===== config.mk =====
export PLATFORM = sky130hd
export DESIGN_NAME = flash_protect_and_mcu_program_ctrl
export DESIGN_NICKNAME = d
export VERILOG_FILES = /design/src/flash_ctrl_pkg.sv /design/src/flash_protect_and_mcu_program_ctrl.sv
export SDC_FILE = /design/constraint.sdc
export NUM_CORES = 1
export LEC_CHECK = 0
export ABC_AREA = 1
export BUFFER_PORTS_ARGS = -buffer_cell sky130_fd_sc_hd__buf_2
export CAP_MARGIN = 30
export CORE_ASPECT_RATIO = 0.8
export CORE_MARGIN = 2
export CORE_UTILIZATION = 53
export CTS_CLUSTER_DIAMETER = 120
export DETAILED_ROUTE_END_ITERATION = 10
export HOLD_SLACK_MARGIN = 0.15
export PLACE_DENSITY = 0.76
export SETUP_SLACK_MARGIN = 0.05
export SLEW_MARGIN = 30
export SYNTH_ARGS = -nofsm -noshare
export SYNTH_HDL_FRONTEND = slang
export SYNTH_SLANG_ARGS = --single-unit

===== constraint.sdc =====
create_clock -name sys_clk -period 2.6 [get_ports sys_clk]
set_clock_uncertainty 0.2 [all_clocks]
set_input_delay 0.13 -clock sys_clk [delete_from_list [all_inputs] [get_ports sys_clk]]
set_output_delay 0.13 -clock sys_clk [all_outputs]
set_load 0.01 [all_outputs]

===== src/flash_ctrl_pkg.sv =====
package flash_ctrl_pkg;
	// special function register addresses
	localparam logic [7:0]  ERASE_CMD_ADDR  = 8'hFA;
	localparam logic [7:0]  STATUS_ADDR     = 8'hF8;
	localparam logic [7:0]  PROT_CFG_ADDR   = 8'hF9;
	// status register bit positions
	localparam int          STATUS_START_BIT = 6;
	localparam int          STATUS_WEN_BIT   = 5;
	localparam int          STATUS_NRDY_BIT  = 4;
	localparam int          STATUS_SEL_BIT   = 3;
	// configuration page offsets
	localparam logic [15:0] PARAM_AREA_SIZE = 16'h0020;
	localparam logic [15:0] INFO_CNT_OFS  = 16'h0020;
	localparam logic [15:0] INFO_RDIS_OFS = 16'h0023;
	localparam logic [15:0] INFO_DBG_OFS  = 16'h0024;
	// main block layout
	localparam logic [7:0]  PAGE_COUNT    = 8'h20;
	localparam logic [7:0]  ERASE_LIMIT   = 8'h24;
	localparam logic [15:0] CODE_SIZE     = 16'h4000;
	localparam logic [15:0] MAIN_SIZE     = 16'h4800;
	localparam logic [15:0] TOP_START     = 16'h47F0;
	localparam logic [7:0]  BYTE_FF       = 8'hFF;
	localparam logic [7:0]  BYTE_ZERO     = 8'h00;
	// boot: three config bytes then sixteen top bytes
	localparam logic [4:0]  BOOT_INFO_RD  = 5'h03;
	localparam logic [4:0]  BOOT_LAST     = 5'h12;
	// cycle counts
	localparam int          WRITE_CYCLES  = 740;
	localparam int          ERASE_CYC_DEF = 360000;

	typedef enum logic [2:0] {
		OP_NONE, OP_READ, OP_PROG, OP_ERASE_PAGE, OP_ERASE_ALL, OP_ABORT
	} flash_op_type;

	typedef struct packed {
		flash_op_type op;
		logic         info;
		logic [15:0]  addr;
		logic [7:0]   wdata;
	} flash_cmd_type;

	typedef enum logic [2:0] {
		SP_READ, SP_PROG, SP_ERASE_PAGE, SP_ERASE_ALL, SP_RDIS, SP_DEBUG
	} serial_op_type;

	typedef struct packed {
		serial_op_type op;
		logic [15:0]   addr;
		logic [7:0]    wdata;
	} serial_req_type;

	typedef enum logic [2:0] {
		ST_BOOT_ADDR = 3'b000,
		ST_BOOT_DATA = 3'b001,
		ST_IDLE      = 3'b011,
		ST_BUSY      = 3'b010,
		ST_SRD       = 3'b110
	} ctrl_state_type;
endpackage : flash_ctrl_pkg


===== src/flash_protect_and_mcu_program_ctrl.sv =====
`timescale 1ns/10ps
module flash_protect_and_mcu_program_ctrl
	import flash_ctrl_pkg::*;
#(
	parameter int ERASE_CYCLES = ERASE_CYC_DEF
) (
	input  wire logic           sys_clk,
	input  wire logic           nrst,
	input  wire logic           brownout,
	input  wire logic           sfr_wr,
	input  wire logic [7:0]     sfr_addr,
	input  wire logic [7:0]     sfr_wdata,
	output logic [7:0]          sfr_rdata,
	input  wire logic           mem_wr,
	input  wire logic [15:0]    mem_addr,
	input  wire logic [7:0]     mem_wdata,
	input  wire logic           spi_valid,
	input  wire serial_req_type spi_req,
	output logic                spi_ready,
	output logic [7:0]          spi_rdata,
	output logic                spi_done,
	output logic                spi_denied,
	output flash_cmd_type       flash_cmd,
	input  wire logic [7:0]     flash_rdata,
	output logic                mcu_stall,
	output logic [15:0]         start_addr,
	output logic                debug_enable,
	output logic                chip_reset_req
);
	ctrl_state_type state_reg, state_next;
	flash_cmd_type  cmd_reg, cmd_next;
	logic [18:0]    busy_cnt_reg, busy_cnt_next;
	logic [4:0]     boot_idx_reg;
	logic           parity_reg;
	logic [7:0]     count_reg, rdis_reg, dbg_reg, erase_cmd_reg;
	logic           start_sel_reg, wen_reg, page_sel_reg, spi_own_reg, prog_reg;
	logic [7:0]     sfr_rdata_reg, spi_rdata_reg;
	logic           spi_done_reg, spi_denied_reg, dbg_en_reg, reset_req_reg;
	logic [15:0]    start_addr_reg;
	logic [18:0]    stall_len_reg;

	wire idle = (state_reg == ST_IDLE);
	wire busy = (state_reg == ST_BUSY);
	wire prot_on = (count_reg < PAGE_COUNT);
	wire mem_prot = prot_on && (mem_addr < CODE_SIZE)
		&& ({3'b000, mem_addr[13:9]} >= count_reg);
	wire top_rsv = (count_reg != BYTE_FF) && (mem_addr >= TOP_START);
	wire mcu_wr_ok = mem_wr && idle && wen_reg && (mem_addr < MAIN_SIZE)
		&& !mem_prot && !top_rsv && !brownout;
	wire erase_cmd_wr = sfr_wr && (sfr_addr == ERASE_CMD_ADDR);
	wire status_wr = sfr_wr && (sfr_addr == STATUS_ADDR);
	wire erase_prot = prot_on && (sfr_wdata < PAGE_COUNT) && (sfr_wdata >= count_reg);
	wire mcu_er_ok = erase_cmd_wr && idle && wen_reg && (sfr_wdata < ERASE_LIMIT)
		&& !erase_prot && !brownout;
	wire [15:0] erase_base = {sfr_wdata[6:0], 9'h000};
	// core requests take priority; serial port waits
	assign spi_ready = idle && !mem_wr && !erase_cmd_wr;
	wire spi_take = spi_valid && spi_ready && !brownout;
	wire locked = (rdis_reg != BYTE_FF);
	wire spi_ok = (spi_req.op == SP_READ) ? (!locked || page_sel_reg) :
		(spi_req.op == SP_ERASE_ALL) ? wen_reg : (wen_reg && !locked);
	wire spi_go = spi_take && spi_ok;
	wire boot_info = (boot_idx_reg < BOOT_INFO_RD);
	wire [15:0] boot_addr = (boot_idx_reg == 5'h00) ? INFO_CNT_OFS :
		(boot_idx_reg == 5'h01) ? INFO_RDIS_OFS :
		(boot_idx_reg == 5'h02) ? INFO_DBG_OFS :
		TOP_START + {11'h000, boot_idx_reg - BOOT_INFO_RD};
	wire rd_parity = ^flash_rdata;

	always_comb begin
		state_next = state_reg;
		cmd_next = '0;
		busy_cnt_next = busy_cnt_reg;
		case (state_reg)
			ST_BOOT_ADDR: begin
				cmd_next = '{OP_READ, boot_info, boot_addr, BYTE_ZERO};
				state_next = ST_BOOT_DATA;
			end
			ST_BOOT_DATA: begin
				state_next = (boot_idx_reg == BOOT_LAST) ? ST_IDLE : ST_BOOT_ADDR;
			end
			ST_IDLE: begin
				if (mcu_wr_ok) begin
					cmd_next = '{OP_PROG, 1'b0, mem_addr, mem_wdata};
					busy_cnt_next = 19'(WRITE_CYCLES - 1);
					state_next = ST_BUSY;
				end else if (mcu_er_ok) begin
					cmd_next = '{OP_ERASE_PAGE, 1'b0, erase_base, BYTE_ZERO};
					busy_cnt_next = 19'(ERASE_CYCLES - 1);
					state_next = ST_BUSY;
				end else if (spi_go) begin
					busy_cnt_next = 19'(WRITE_CYCLES - 1);
					state_next = ST_BUSY;
					case (spi_req.op)
						SP_READ: begin
							cmd_next = '{OP_READ, page_sel_reg, spi_req.addr, BYTE_ZERO};
							state_next = ST_SRD;
						end
						// config page reached only with select set
						SP_PROG: cmd_next = '{OP_PROG, page_sel_reg, spi_req.addr, spi_req.wdata};
						SP_ERASE_PAGE: begin
							cmd_next = '{OP_ERASE_PAGE, page_sel_reg, spi_req.addr, BYTE_ZERO};
							busy_cnt_next = 19'(ERASE_CYCLES - 1);
						end
						// wipes main block and config page
						SP_ERASE_ALL: begin
							cmd_next = '{OP_ERASE_ALL, 1'b1, 16'h0000, BYTE_ZERO};
							busy_cnt_next = 19'(ERASE_CYCLES - 1);
						end
						SP_RDIS: cmd_next = '{OP_PROG, 1'b1, INFO_RDIS_OFS, BYTE_ZERO};
						SP_DEBUG: cmd_next = '{OP_PROG, 1'b1, INFO_DBG_OFS, BYTE_ZERO};
						default: state_next = ST_IDLE;
					endcase
				end
			end
			ST_BUSY: begin
				if (busy_cnt_reg == 19'h00000)
					state_next = ST_IDLE;
				else
					busy_cnt_next = busy_cnt_reg - 19'h00001;
			end
			ST_SRD: state_next = ST_IDLE;
			default: state_next = ST_IDLE;
		endcase
		if (brownout && busy) begin
			cmd_next = '0;
			cmd_next.op = OP_ABORT;
			state_next = ST_IDLE;
		end
	end

	always_ff @(posedge sys_clk or negedge nrst) begin
		if (!nrst) begin
			state_reg <= ST_BOOT_ADDR;
			cmd_reg <= '0;
			busy_cnt_reg <= 19'h00000;
		end else begin
			state_reg <= state_next;
			cmd_reg <= cmd_next;
			busy_cnt_reg <= busy_cnt_next;
		end
	end

	always_ff @(posedge sys_clk or negedge nrst) begin
		if (!nrst) begin
			boot_idx_reg <= 5'h00;
			parity_reg <= 1'b0;
			start_sel_reg <= 1'b0;
		end else if (state_reg == ST_BOOT_DATA) begin
			boot_idx_reg <= boot_idx_reg + 5'h01;
			if (!boot_info)
				parity_reg <= parity_reg ^ rd_parity;
			if (boot_idx_reg == BOOT_LAST)
				start_sel_reg <= parity_reg ^ rd_parity;
		end
	end

	// configuration bytes; erase-all returns them to blank
	always_ff @(posedge sys_clk or negedge nrst) begin
		if (!nrst) begin
			count_reg <= BYTE_FF;
			rdis_reg <= BYTE_FF;
			dbg_reg <= BYTE_FF;
		end else if (state_reg == ST_BOOT_DATA) begin
			if (boot_idx_reg == 5'h00)
				count_reg <= flash_rdata;
			if (boot_idx_reg == 5'h01)
				rdis_reg <= flash_rdata;
			if (boot_idx_reg == 5'h02)
				dbg_reg <= flash_rdata;
		end else if (spi_go) begin
			if (spi_req.op == SP_ERASE_ALL) begin
				count_reg <= BYTE_FF;
				rdis_reg <= BYTE_FF;
				dbg_reg <= BYTE_FF;
			end
			if (spi_req.op == SP_RDIS)
				rdis_reg <= BYTE_ZERO;
			if (spi_req.op == SP_DEBUG)
				dbg_reg <= BYTE_ZERO;
		end
	end

	always_ff @(posedge sys_clk or negedge nrst) begin
		if (!nrst) begin
			wen_reg <= 1'b0;
			page_sel_reg <= 1'b0;
			erase_cmd_reg <= BYTE_ZERO;
		end else begin
			// enable stays until software drops it
			if (status_wr) begin
				wen_reg <= sfr_wdata[STATUS_WEN_BIT];
				page_sel_reg <= sfr_wdata[STATUS_SEL_BIT];
			end
			if (erase_cmd_wr)
				erase_cmd_reg <= sfr_wdata;
		end
	end

	wire [7:0] status_val = {1'b0, start_sel_reg, wen_reg, !idle, page_sel_reg, 3'b000};
	wire [7:0] sfr_mux = (sfr_addr == STATUS_ADDR) ? status_val :
		(sfr_addr == PROT_CFG_ADDR) ? {1'b0, count_reg[6:0]} :
		(sfr_addr == ERASE_CMD_ADDR) ? erase_cmd_reg : BYTE_ZERO;
	wire spi_end = (state_reg == ST_SRD) || (busy && busy_cnt_reg == 19'h00000 && spi_own_reg);

	always_ff @(posedge sys_clk or negedge nrst) begin
		if (!nrst) begin
			sfr_rdata_reg <= BYTE_ZERO;
			spi_rdata_reg <= BYTE_ZERO;
			spi_done_reg <= 1'b0;
			spi_denied_reg <= 1'b0;
			spi_own_reg <= 1'b0;
			prog_reg <= 1'b0;
			start_addr_reg <= 16'h0000;
			dbg_en_reg <= 1'b0;
			reset_req_reg <= 1'b0;
		end else begin
			sfr_rdata_reg <= sfr_mux;
			if (state_reg == ST_SRD)
				spi_rdata_reg <= flash_rdata;
			spi_done_reg <= spi_end || (spi_take && !spi_ok);
			spi_denied_reg <= spi_take && !spi_ok;
			if (idle)
				spi_own_reg <= spi_go;
			if (idle)
				prog_reg <= (cmd_next.op == OP_PROG);
			// start of protected area or zero
			start_addr_reg <= (start_sel_reg && prot_on) ? {2'b00, count_reg[4:0], 9'h000}
				: 16'h0000;
			dbg_en_reg <= (dbg_reg != BYTE_FF);
			reset_req_reg <= brownout;
		end
	end

	assign sfr_rdata = sfr_rdata_reg;
	assign spi_rdata = spi_rdata_reg;
	assign spi_done = spi_done_reg;
	assign spi_denied = spi_denied_reg;
	assign flash_cmd = cmd_reg;
	assign mcu_stall = !idle;
	assign start_addr = start_addr_reg;
	assign debug_enable = dbg_en_reg;
	assign chip_reset_req = reset_req_reg;

	// assertion helper: length of each busy period
	localparam int WR_LEN = WRITE_CYCLES;
	always_ff @(posedge sys_clk or negedge nrst) begin
		if (!nrst)
			stall_len_reg <= 19'h00000;
		else
			stall_len_reg <= busy ? stall_len_reg + 19'h00001 : 19'h00000;
	end
endmodule : flash_protect_and_mcu_program_ctrl


==> impl_metrics.ini, run 1 <==
[synthesis]
synthTopCellsByCount = nand2_1 (241), inv_1 (94), dfrtp_1 (93), nor2_1 (72), nand3_1 (68)
synth_area_leaders = dfrtp_1 (36%), nand2_1 (14%), dfstp_2 (9.8%), inv_1 (5.5%), nand3_1 (5.3%)
synth-edff-count = 0
synth-seq-area-share = 0.460
ys_ff_latch = 117
async_flop_share = 1.00
yosys.area_share.xor_xnor = 0.0313
syn_avg_cell_area_um2 = 7.82
synth_top_family_by_area = simple AND/OR/NAND/NOR gates
synth_area_um2 = 6430
synth.most_common_cell = nand2_1
synth_top_area_share = 0.362
synth_cell_types = 42
synth-simple-area-share = 0.289
synth_mux_area_frac = 0.00526
synth_fa_ha_area_frac = 0.0350
syn_inst = 822
synthFlopType = dfrtp_1
synth_top_area_cell = dfrtp_1
yosys_warnings = 0
synth_compound_area_frac = 0.0921

[min_path]
hp-class = input port to flip-flop

[grt]
gr-total-overflow = 0
grt_max_degree = 50
grt_pass1_wl_um = 31800
antenna_found_initial = 0
grt_util_all_layers = 0.319
first_global_vias = 6449

[power]
peakVddDrop_mv = 0.637
p_sw_w = 0.00327
p_per_area_nw_per_um2 = 942
pwr-share-comb = 0.381
clkPwrFrac = 0.277
finalPower_w = 0.00841
p_int_w = 0.00514
switching_share = 0.389
pwr-share-seq = 0.342
p_leak_nw = 4.75

[finish]
fin_util = 0.766
area_delta_synth_final_pct = 38.8
n_antenna_cell = 0
final_nets = 1174
largest_reg_flops = 28
drive_above_1_share = 0.237

[routing]
totalWireLength_um = 20700
viasPerCell = 5.45
drtIter0Drc = 535
vias = 6736
route.antenna.remaining_nets = 0
wl_per_cell_um = 16.7
drt_pre_antenna_iters = 5
drc = 0

[clock_network]
cts_tree = yes
path_clk_slew_ns = 0.06
clock-sinks = 117
htreeDepth = 4
numCtsBuffers = 17
root_buffer = clkbuf_16
cts_buffer_depth = 2
clk_latency_ns = 0.42

[sta]
slew_violations = 0
final-hold-violation-count = 0
setup_viol = 0
slew_headroom = 0.503
fmax_mhz = 398
worst_pin_slew_ns = 0.745
tns_ns = 0
finalCritPeriodShare = 0.968
period_minus_slack_ns = 2.52
rsz0062_at_grt = false

[setup_path]
crit_chain = inv_1 > ha_1 > a21oi_1 > nand2_1 > nand2_1 > nand2_1 > nand2_2 > nand2_4 > buf_4 > o21ai_0 > o22ai_1
critPathTopFamily = compound AO/OA/AOI/OAI gates
crit_buf_inv = 2
endpoint_kind = flip-flop
worstPathArrival_ns = 2.60
cpPeakStageDelay_ns = 0.53
worstSetupPathType = flip-flop to flip-flop
crit_required_ns = 2.68
cp_slowest_cell = dfstp_2
path_common_cell = nand2_1
critPathMaxFanout = 8
start_kind = flip-flop

[die]
die_area_um2 = 13000
start_util = 0.552
fp.dieH_um = 102
rows = 35
io-pin-count = 147
die_w_um = 127
core_area_um2 = 11600

[place]
hpwl_um = 13200
gp_congestion = 0.897
port_buffers = 135

[run_status]
status = completed

[flow_run]
drv_cap = 0
[metrics by stage]
stage	instance area, µm²	worst slack (ns)	hold slack, ns	cells
2_1_floorplan	6460	0.382	-0.366	832
3_3_place_gp	7280	0.152	-0.144	1103
3_5_place_dp	7280	0.103	-0.150	1103
4_1_cts	8770	0.0931	0.152	1224
5_1_grt	8920	0.00734	0.241	1236
6_report	8920	0.0844	0.210	1236
[placed cells by master, fill, tap and decap left out, types with 6 or more instances in the layout]
cell             n
nand3_1         68
inv_1           92
conb_1          11
o211ai_1         6
a21oi_1         13
o21ai_1         23
dfrtp_1         93
buf_4           26
dfstp_2         24
xor2_1          15
nor3_1           8
clkbuf_16       17
nor2_1          72
xnor2_1          8
nand2_1        239
nand4_1          7
buf_2          135
clkinvlp_4       6
o21ai_0         50
ha_1            17
dlygate4sd3_1   88
[path summary, 6_finish.rpt]
| kind | from | to | slack (ns) | cells after the start |
|---|---|---|---|---|
| setup / recovery | count_reg[3] | flash_cmd[20] | 0.08 | 11 |
| hold / removal | sfr_addr[3] | sfr_rdata[3] | 0.21 | 6 |
| setup reg to reg | count_reg[3] | flash_cmd[20] | 0.08 | 11 |
| hold reg to reg | rdis_reg[6] | rdis_reg[6] | 0.27 | 2 |
| max in group asynchronous | nrst | flash_cmd[22] | 1.12 | 4 |
| min in group asynchronous | nrst | busy_cnt_reg[8] | 0.64 | 4 |
[layout make-up]
cell class | instances | area [µm²]
clock buffers | 18 | 439
repair buffers | 252 | 1790
clock inverters | 14 | 154
inverters | 96 | 370
well taps | 148 | 185
multi-input cells | 590 | 3010
flip-flops and latches | 117 | 2960
repair inverters | 1 | 7.51
fillers | 796 | 2730
[power groups by stage]
| stage | Sequential [W] | Combinational, W | Clock [W] |
|---|---|---|---|
| global placement | 0.00286 | 0.00284 | 0 |
| finish | 0.00288 | 0.00320 | 0.00233 |
| floorplan | 0.00284 | 0.00210 | 0 |
| global route | 0.00294 | 0.00360 | 0.00245 |
| detailed placement | 0.00288 | 0.00291 | 0 |
| CTS | 0.00286 | 0.00303 | 0.00235 |
[per-layer routing]
layer	vias to the layer above	wire (µm)	global-route usage
met5	-	0	0
met4	0	819	0.159
met3	88	2030	0.0864
met2	402	9430	0.523
met1	3113	8390	0.397
li1	3133	-	-
[what timing repair did]
item | in CTS | in global routing
endpoints found under the setup margin | 0 | 38
hold buffers | 89 | 0
endpoints found under the hold margin | 202 | 0
resized for setup | 0 | 15
setup buffers | 0 | 10
[cell families after synthesis]
group | after synthesis
AOI/OAI and AO/OA | 106
xor gates and xnor gates | 23
and+or+nand+nor | 428
other | 1
muxes | 3
buffers and inverters | 126
adders and majority gates | 18
DFF | 117
[worst min-delay path: cells and delay by family]
family | cells | cell delay, ns
AO/OA/AOI/OAI | 1 | 0.08
buffers and inverters | 2 | 0.24
AND/OR/NAND/NOR | 3 | 0.32
(Power assumes the default switching activity.)
==> run 2, diff against run 1 <==
--- a/config.mk
+++ b/config.mk
@@ -10,11 +10,12 @@
 export CAP_MARGIN = 30
 export CORE_ASPECT_RATIO = 0.8
 export CORE_MARGIN = 2
-export CORE_UTILIZATION = 53
+export CORE_UTILIZATION = 55
 export CTS_CLUSTER_DIAMETER = 120
 export DETAILED_ROUTE_END_ITERATION = 10
+export GPL_TIMING_DRIVEN = 0
 export HOLD_SLACK_MARGIN = 0.15
-export PLACE_DENSITY = 0.76
+export PLACE_DENSITY = 0.78
 export SETUP_SLACK_MARGIN = 0.05
 export SLEW_MARGIN = 30
 export SYNTH_ARGS = -nofsm -noshare
==> run 2 against run 1 <==
Routed wire length is 9.0% higher; register-to-register slack lost 0.08 ns; core utilization rose by 3.2 points; first-iteration DRC count increased by 35%; count of clock-buffer cells in the layout is 3 higher; worst hold slack lost 0.0046 ns; sequential cell count is the same; via count increased by 5.2%.
==> impl_metrics.ini, run 2 (synthesis gave the netlist of run 1 again) <==
[grt]
first_global_vias = 6750
grt_util_all_layers = 0.344
gr-total-overflow = 0
grt_pass1_wl_um = 33700
antenna_found_initial = 1
grt_max_degree = 84

[min_path]
worst_hold_startpoint = sfr_addr[2]
hp-class = input port to flip-flop

[setup_path]
start_kind = flip-flop
crit_buf_inv = 1
critPathTopFamily = simple AND/OR/NAND/NOR gates
endpoint_kind = flip-flop
crit_start = count_reg[3]
r2r_start = count_reg[3]
cpPeakStageDelay_ns = 0.52
cp_slowest_cell = dfstp_2
crit_required_ns = 2.70
path_common_cell = nand2_1
worstSetupPathType = flip-flop to flip-flop
worstPathArrival_ns = 2.70
critPathMaxFanout = 5
crit_chain = inv_1 > ha_4 > a21oi_1 > nand2_1 > nand2_2 > nand2_2 > nand2_4 > nand2_4 > nand2_1 > nand2_1 > nand2_1 > nand2_1 > nand2_1 > nand2_1

[sta]
final.setup.worst_slack_ns = 0.00531
period_minus_slack_ns = 2.59
slew_headroom = 0.531
setup_viol = 0
final-hold-violation-count = 0
finalCritPeriodShare = 0.998
worst_pin_slew_ns = 0.700
hold_ws_ns = 0.206
slew_violations = 0
rsz0062_at_grt = true
fmax_mhz = 385

[power]
finalPower_w = 0.00883
switching_share = 0.391
pwr-share-seq = 0.328
peakVddDrop_mv = 0.707
clkPwrFrac = 0.277
p_int_w = 0.00538
p_per_area_nw_per_um2 = 965
p_leak_nw = 4.90
pwr-share-comb = 0.396
p_sw_w = 0.00345

[clock_network]
cts_buffer_depth = 2
cts_tree = yes
clock-sinks = 117
root_buffer = clkbuf_16
clk_latency_ns = 0.42
numCtsBuffers = 17
htreeDepth = 4
path_clk_slew_ns = 0.06

[finish]
final_nets = 1190
final_common_cell = nand2_1
area_delta_synth_final_pct = 42.4
largest_reg_flops = 28
drive_above_1_share = 0.244
layout_common_cells = nand2_1 (236), buf_2 (138), dfrtp_1 (93)
stdcell_count = 1253
fin_util = 0.797

[routing]
wl_met3_um = 2380
drtIter0Drc = 721
viasPerCell = 5.65
drc = 0
top_layer_used = met4
met1_length_um = 8640
drt_pre_antenna_iters = 6
vias = 7085
met2WireLength_um = 10400
wl_per_cell_um = 18.0
totalWireLength_um = 22500
route.antenna.remaining_nets = 0

[die]
die_w_um = 125
core_area_um2 = 11500
io-pin-count = 147
rows = 35
die_area_um2 = 12600
start_util = 0.560
fp.dieH_um = 101

[place]
port_buffers = 133
pre_cts_slack_ns = 0.00969
placed_cells = 1114
hpwl_um = 12900
gp_congestion = 0.915

[flow_run]
drv_cap = 0

[run_status]
status = completed
run 2: changes by cell type in the layout (fill, tap and decap cells not counted), sizes merged:
cell / change
dlymetal6s4s: +2
bufinv: +1
dlygate4sd3: +2
diode: +1
inv: -1
nand3: -1
clkinv: -4
clkbuf: +12
buf: +5
run 2: worst register-to-register path: stages (launching register included):
cell and delay, ns:
dfstp_2 0.52, inv_1 0.18, ha_4 0.31, a21oi_1 0.25, nand2_1 0.12, nand2_2 0.08, nand2_2 0.09, nand2_4 0.12
nand2_4 0.10, nand2_1 0.14, nand2_1 0.09, nand2_1 0.10, nand2_1 0.07, nand2_1 0.06, nand2_1 0.05
run 2: metrics by stage:
| step | instance area, µm² | setup TNS, ns |
|---|---|---|
| after global routing | 9150 | -0.910 |
| after CTS | 8930 | 0 |
| after global placement | 7310 | -20.34 |
| final | 9150 | 0 |
| after floorplan | 6460 | 0 |
| after detailed placement | 7350 | 0 |
run 2: final timing paths:
check	to	slack, ns	depth (start not counted)
min in group asynchronous	erase_cmd_reg[7]	0.59	4
min reg2reg	rdis_reg[3]	0.27	2
max	busy_cnt_reg[7]	0.005	14
min	sfr_rdata[5]	0.21	6
max reg2reg	busy_cnt_reg[7]	0.005	14
max in group asynchronous	dbg_reg[2]	1.15	4
run 2: what timing repair did:
item	CTS	global route
gates cloned	0	1
setup endpoints to repair	19	37
resized for setup	1	23
pin swaps	1	6
buffers inserted	2	10
endpoints found under the hold margin	203	0
hold buffers	93	0
run 2: area by class of cell:
| cell class | instances | area, µm² |
|---|---|---|
| multi-input combinational | 589 | 3050 |
| sequential | 117 | 2960 |
| fill | 665 | 2320 |
| timing repair buffer | 240 | 1760 |
| clock buffer | 21 | 470 |
| inverter | 96 | 369 |
| buffer | 30 | 200 |
| tap | 148 | 185 |
| clock inverter | 11 | 150 |
| antenna | 1 | 2.50 |
run 2: layer usage:
layer	GRT usage	vias to the layer above
met5	0	-
met4	0.175	0
met1	0.434	3251
li1	-	3173
met2	0.561	532
met3	0.0860	129
run 2: power by group through the flow:
| stage | Clock, W | Sequential, W | Combinational [W] |
|---|---|---|---|
| 2_1_floorplan | 0 | 0.00284 | 0.00210 |
| 3_3_place_gp | 0 | 0.00286 | 0.00286 |
| 3_5_place_dp | 0 | 0.00287 | 0.00295 |
| 4_1_cts | 0.00245 | 0.00285 | 0.00308 |
| 5_1_grt | 0.00253 | 0.00295 | 0.00386 |
| 6_report | 0.00244 | 0.00289 | 0.00349 |
==> run 3, diff against run 2 <==
==> constraint.sdc (replaced) <==
create_clock -name sys_clk -period 2.71 [get_ports sys_clk]
set_clock_uncertainty 0.2 [all_clocks]
set_input_delay 0.1355 -clock sys_clk [delete_from_list [all_inputs] [get_ports sys_clk]]
set_output_delay 0.1355 -clock sys_clk [all_outputs]
set_load 0.01 [all_outputs]
==> run 3 against run 2 <==
Die area stayed put; cell count is 0.56% lower; count of clock-buffer cells in the layout stayed put; critical path type is now input port to flip-flop; register-to-register slack better by 0.12 ns.
==> impl_metrics.ini, run 3 (synthesis gave the netlist of run 1 again) <==
[die]
die_area_um2 = 12600
io-pin-count = 147
die_w_um = 125
start_util = 0.560
core_area_um2 = 11500
rows = 35
fp.dieH_um = 101

[routing]
wl_per_cell_um = 17.3
drc = 0
drtIter0Drc = 744
route.antenna.remaining_nets = 0
vias = 6904
totalWireLength_um = 21600
viasPerCell = 5.54
drt_pre_antenna_iters = 6

[power]
p_per_area_nw_per_um2 = 916
finalPower_w = 0.00829
peakVddDrop_mv = 0.760
p_leak_nw = 4.83

[finish]
drive_above_1_share = 0.237
fillers = 679
area_delta_synth_final_pct = 40.8
stdcell_count = 1246
n_antenna_cell = 0
largest_reg_flops = 28
layout_common_cells = nand2_1 (238), buf_2 (138), dfrtp_1 (93), dlygate4sd3_1 (93), inv_1 (92)
design_area_um2 = 9040
final_nets = 1184
final_common_cell = nand2_1

[setup_path]
path_depth = 9
start_kind = input port
cp-endpoint = sfr_rdata[3]
endpoint_kind = flip-flop
crit_chain = dlygate4sd3_1 > buf_2 > inv_1 > nand2_1 > nor2_4 > dlygate4sd3_1 > nand3_1 > o211ai_1 > dlygate4sd3_1
r2r_slack_ns = 0.13
crit_start = sfr_addr[0]
r2r_end = busy_cnt_reg[15]
crit_buf_inv = 5
critPathTopFamily = buffers and inverters
cp_slowest_cell = dlygate4sd3_1
worstPathArrival_ns = 2.74
cpPeakStageDelay_ns = 0.73
r2r_start = count_reg[3]
critPathMaxFanout = 6
reg2reg_depth = 16
path_common_cell = dlygate4sd3_1
worstSetupPathType = input port to flip-flop
crit_required_ns = 2.86

[sta]
rsz0062_at_grt = true
tns_ns = 0
setup_viol = 0
worst_pin_slew_ns = 0.688
hold_ws_ns = 0.271
period_minus_slack_ns = 2.59
slew_headroom = 0.539
fmax_mhz = 386
final-hold-violation-count = 0
finalCritPeriodShare = 0.955
slew_violations = 0

[clock_network]
clk_latency_ns = 0.41
root_buffer = clkbuf_16
cts_buffer_depth = 2
path_clk_slew_ns = 0.05
htreeDepth = 4
clock-sinks = 117
cts_tree = yes
numCtsBuffers = 17

[place]
port_buffers = 133
hpwl_um = 12900
gp_congestion = 0.915
placed_cells = 1114
dpl_cell_area_um2 = 7350

[min_path]
hp-class = input port to flip-flop

[run_status]
status = completed

[grt]
grt_util_all_layers = 0.346
grt_pass1_wl_um = 33800
first_global_vias = 6711
gr-total-overflow = 0
antenna_found_initial = 0
grt_max_degree = 84

[flow_run]
drv_cap = 0
## run 3: cell types whose count changed in the layout (fill, tap and decap cells not counted), sizes merged
cell / change
buf: -6
clkbuf: -1
diode: -1
dlygate4sd3: +3
dlymetal6s4s: -2
## run 3: worst min-delay path by stage
| stage | from | end | depth (start not counted) |
|---|---|---|---|
| finish | mem_wdata[4] | flash_cmd[4] | 4 |
| global route | rdis_reg[4] | rdis_reg[4] | 2 |
| CTS | sfr_addr[6] | sfr_rdata[4] | 7 |
| detailed placement | nrst | erase_cmd_reg[7] | 1 |
| global placement | mem_wdata[4] | flash_cmd[4] | 3 |
| floorplan | nrst | boot_idx_reg[0] | 0 |
## run 3: layer usage
metal | part of all wire | track usage | vias to the layer above
met5 | 0 | 0 | -
met4 | 0.050 | 0.169 | 0
met3 | 0.10 | 0.0807 | 117
met2 | 0.46 | 0.565 | 459
met1 | 0.39 | 0.443 | 3174
li1 | - | - | 3154
## run 3: worst reg2reg max path, delay by kind of cell, from the launching register on
| kind | cells | cell delay (ns) |
|---|---|---|
| flops | 1 | 0.55 |
| simple gates | 11 | 0.99 |
| fa+ha+maj | 1 | 0.31 |
| buf+inv | 4 | 0.42 |
## run 3: metrics by stage
step                setup WS, ns   util
floorplan                  0.492      -
global placement          -0.127  0.638
detailed placement         0.120  0.641
CTS                       0.0942  0.778
global route             -0.0310  0.788
finish                     0.121  0.788
## run 3: power by group
group	leakage, nW	total [W]	internal, W	switching (W)
registers	1.45	0.00277	0.00238	0.000389
clock network	0.288	0.00235	0.00152	0.000833
logic	3.09	0.00317	0.00117	0.00200
## run 3: repair_timing
action                                  4_1_cts  5_1_grt
hold endpoints to repair                    202        0
resized for setup                             0       13
setup buffers                                 0        6
hold buffers                                 94        0
endpoints found under the setup margin        0       26
## run 3: area by class of cell
type	instances	area, µm²	area share
Buffer	30	193	0.0213
Clock buffer	21	470	0.0520
Clock inverter	11	150	0.0166
Inverter	96	364	0.0403
Multi-Input combinational cell	589	3030	0.334
Sequential cell	117	2960	0.327
Tap cell	148	185	0.0205
Timing Repair Buffer	234	1700	0.188
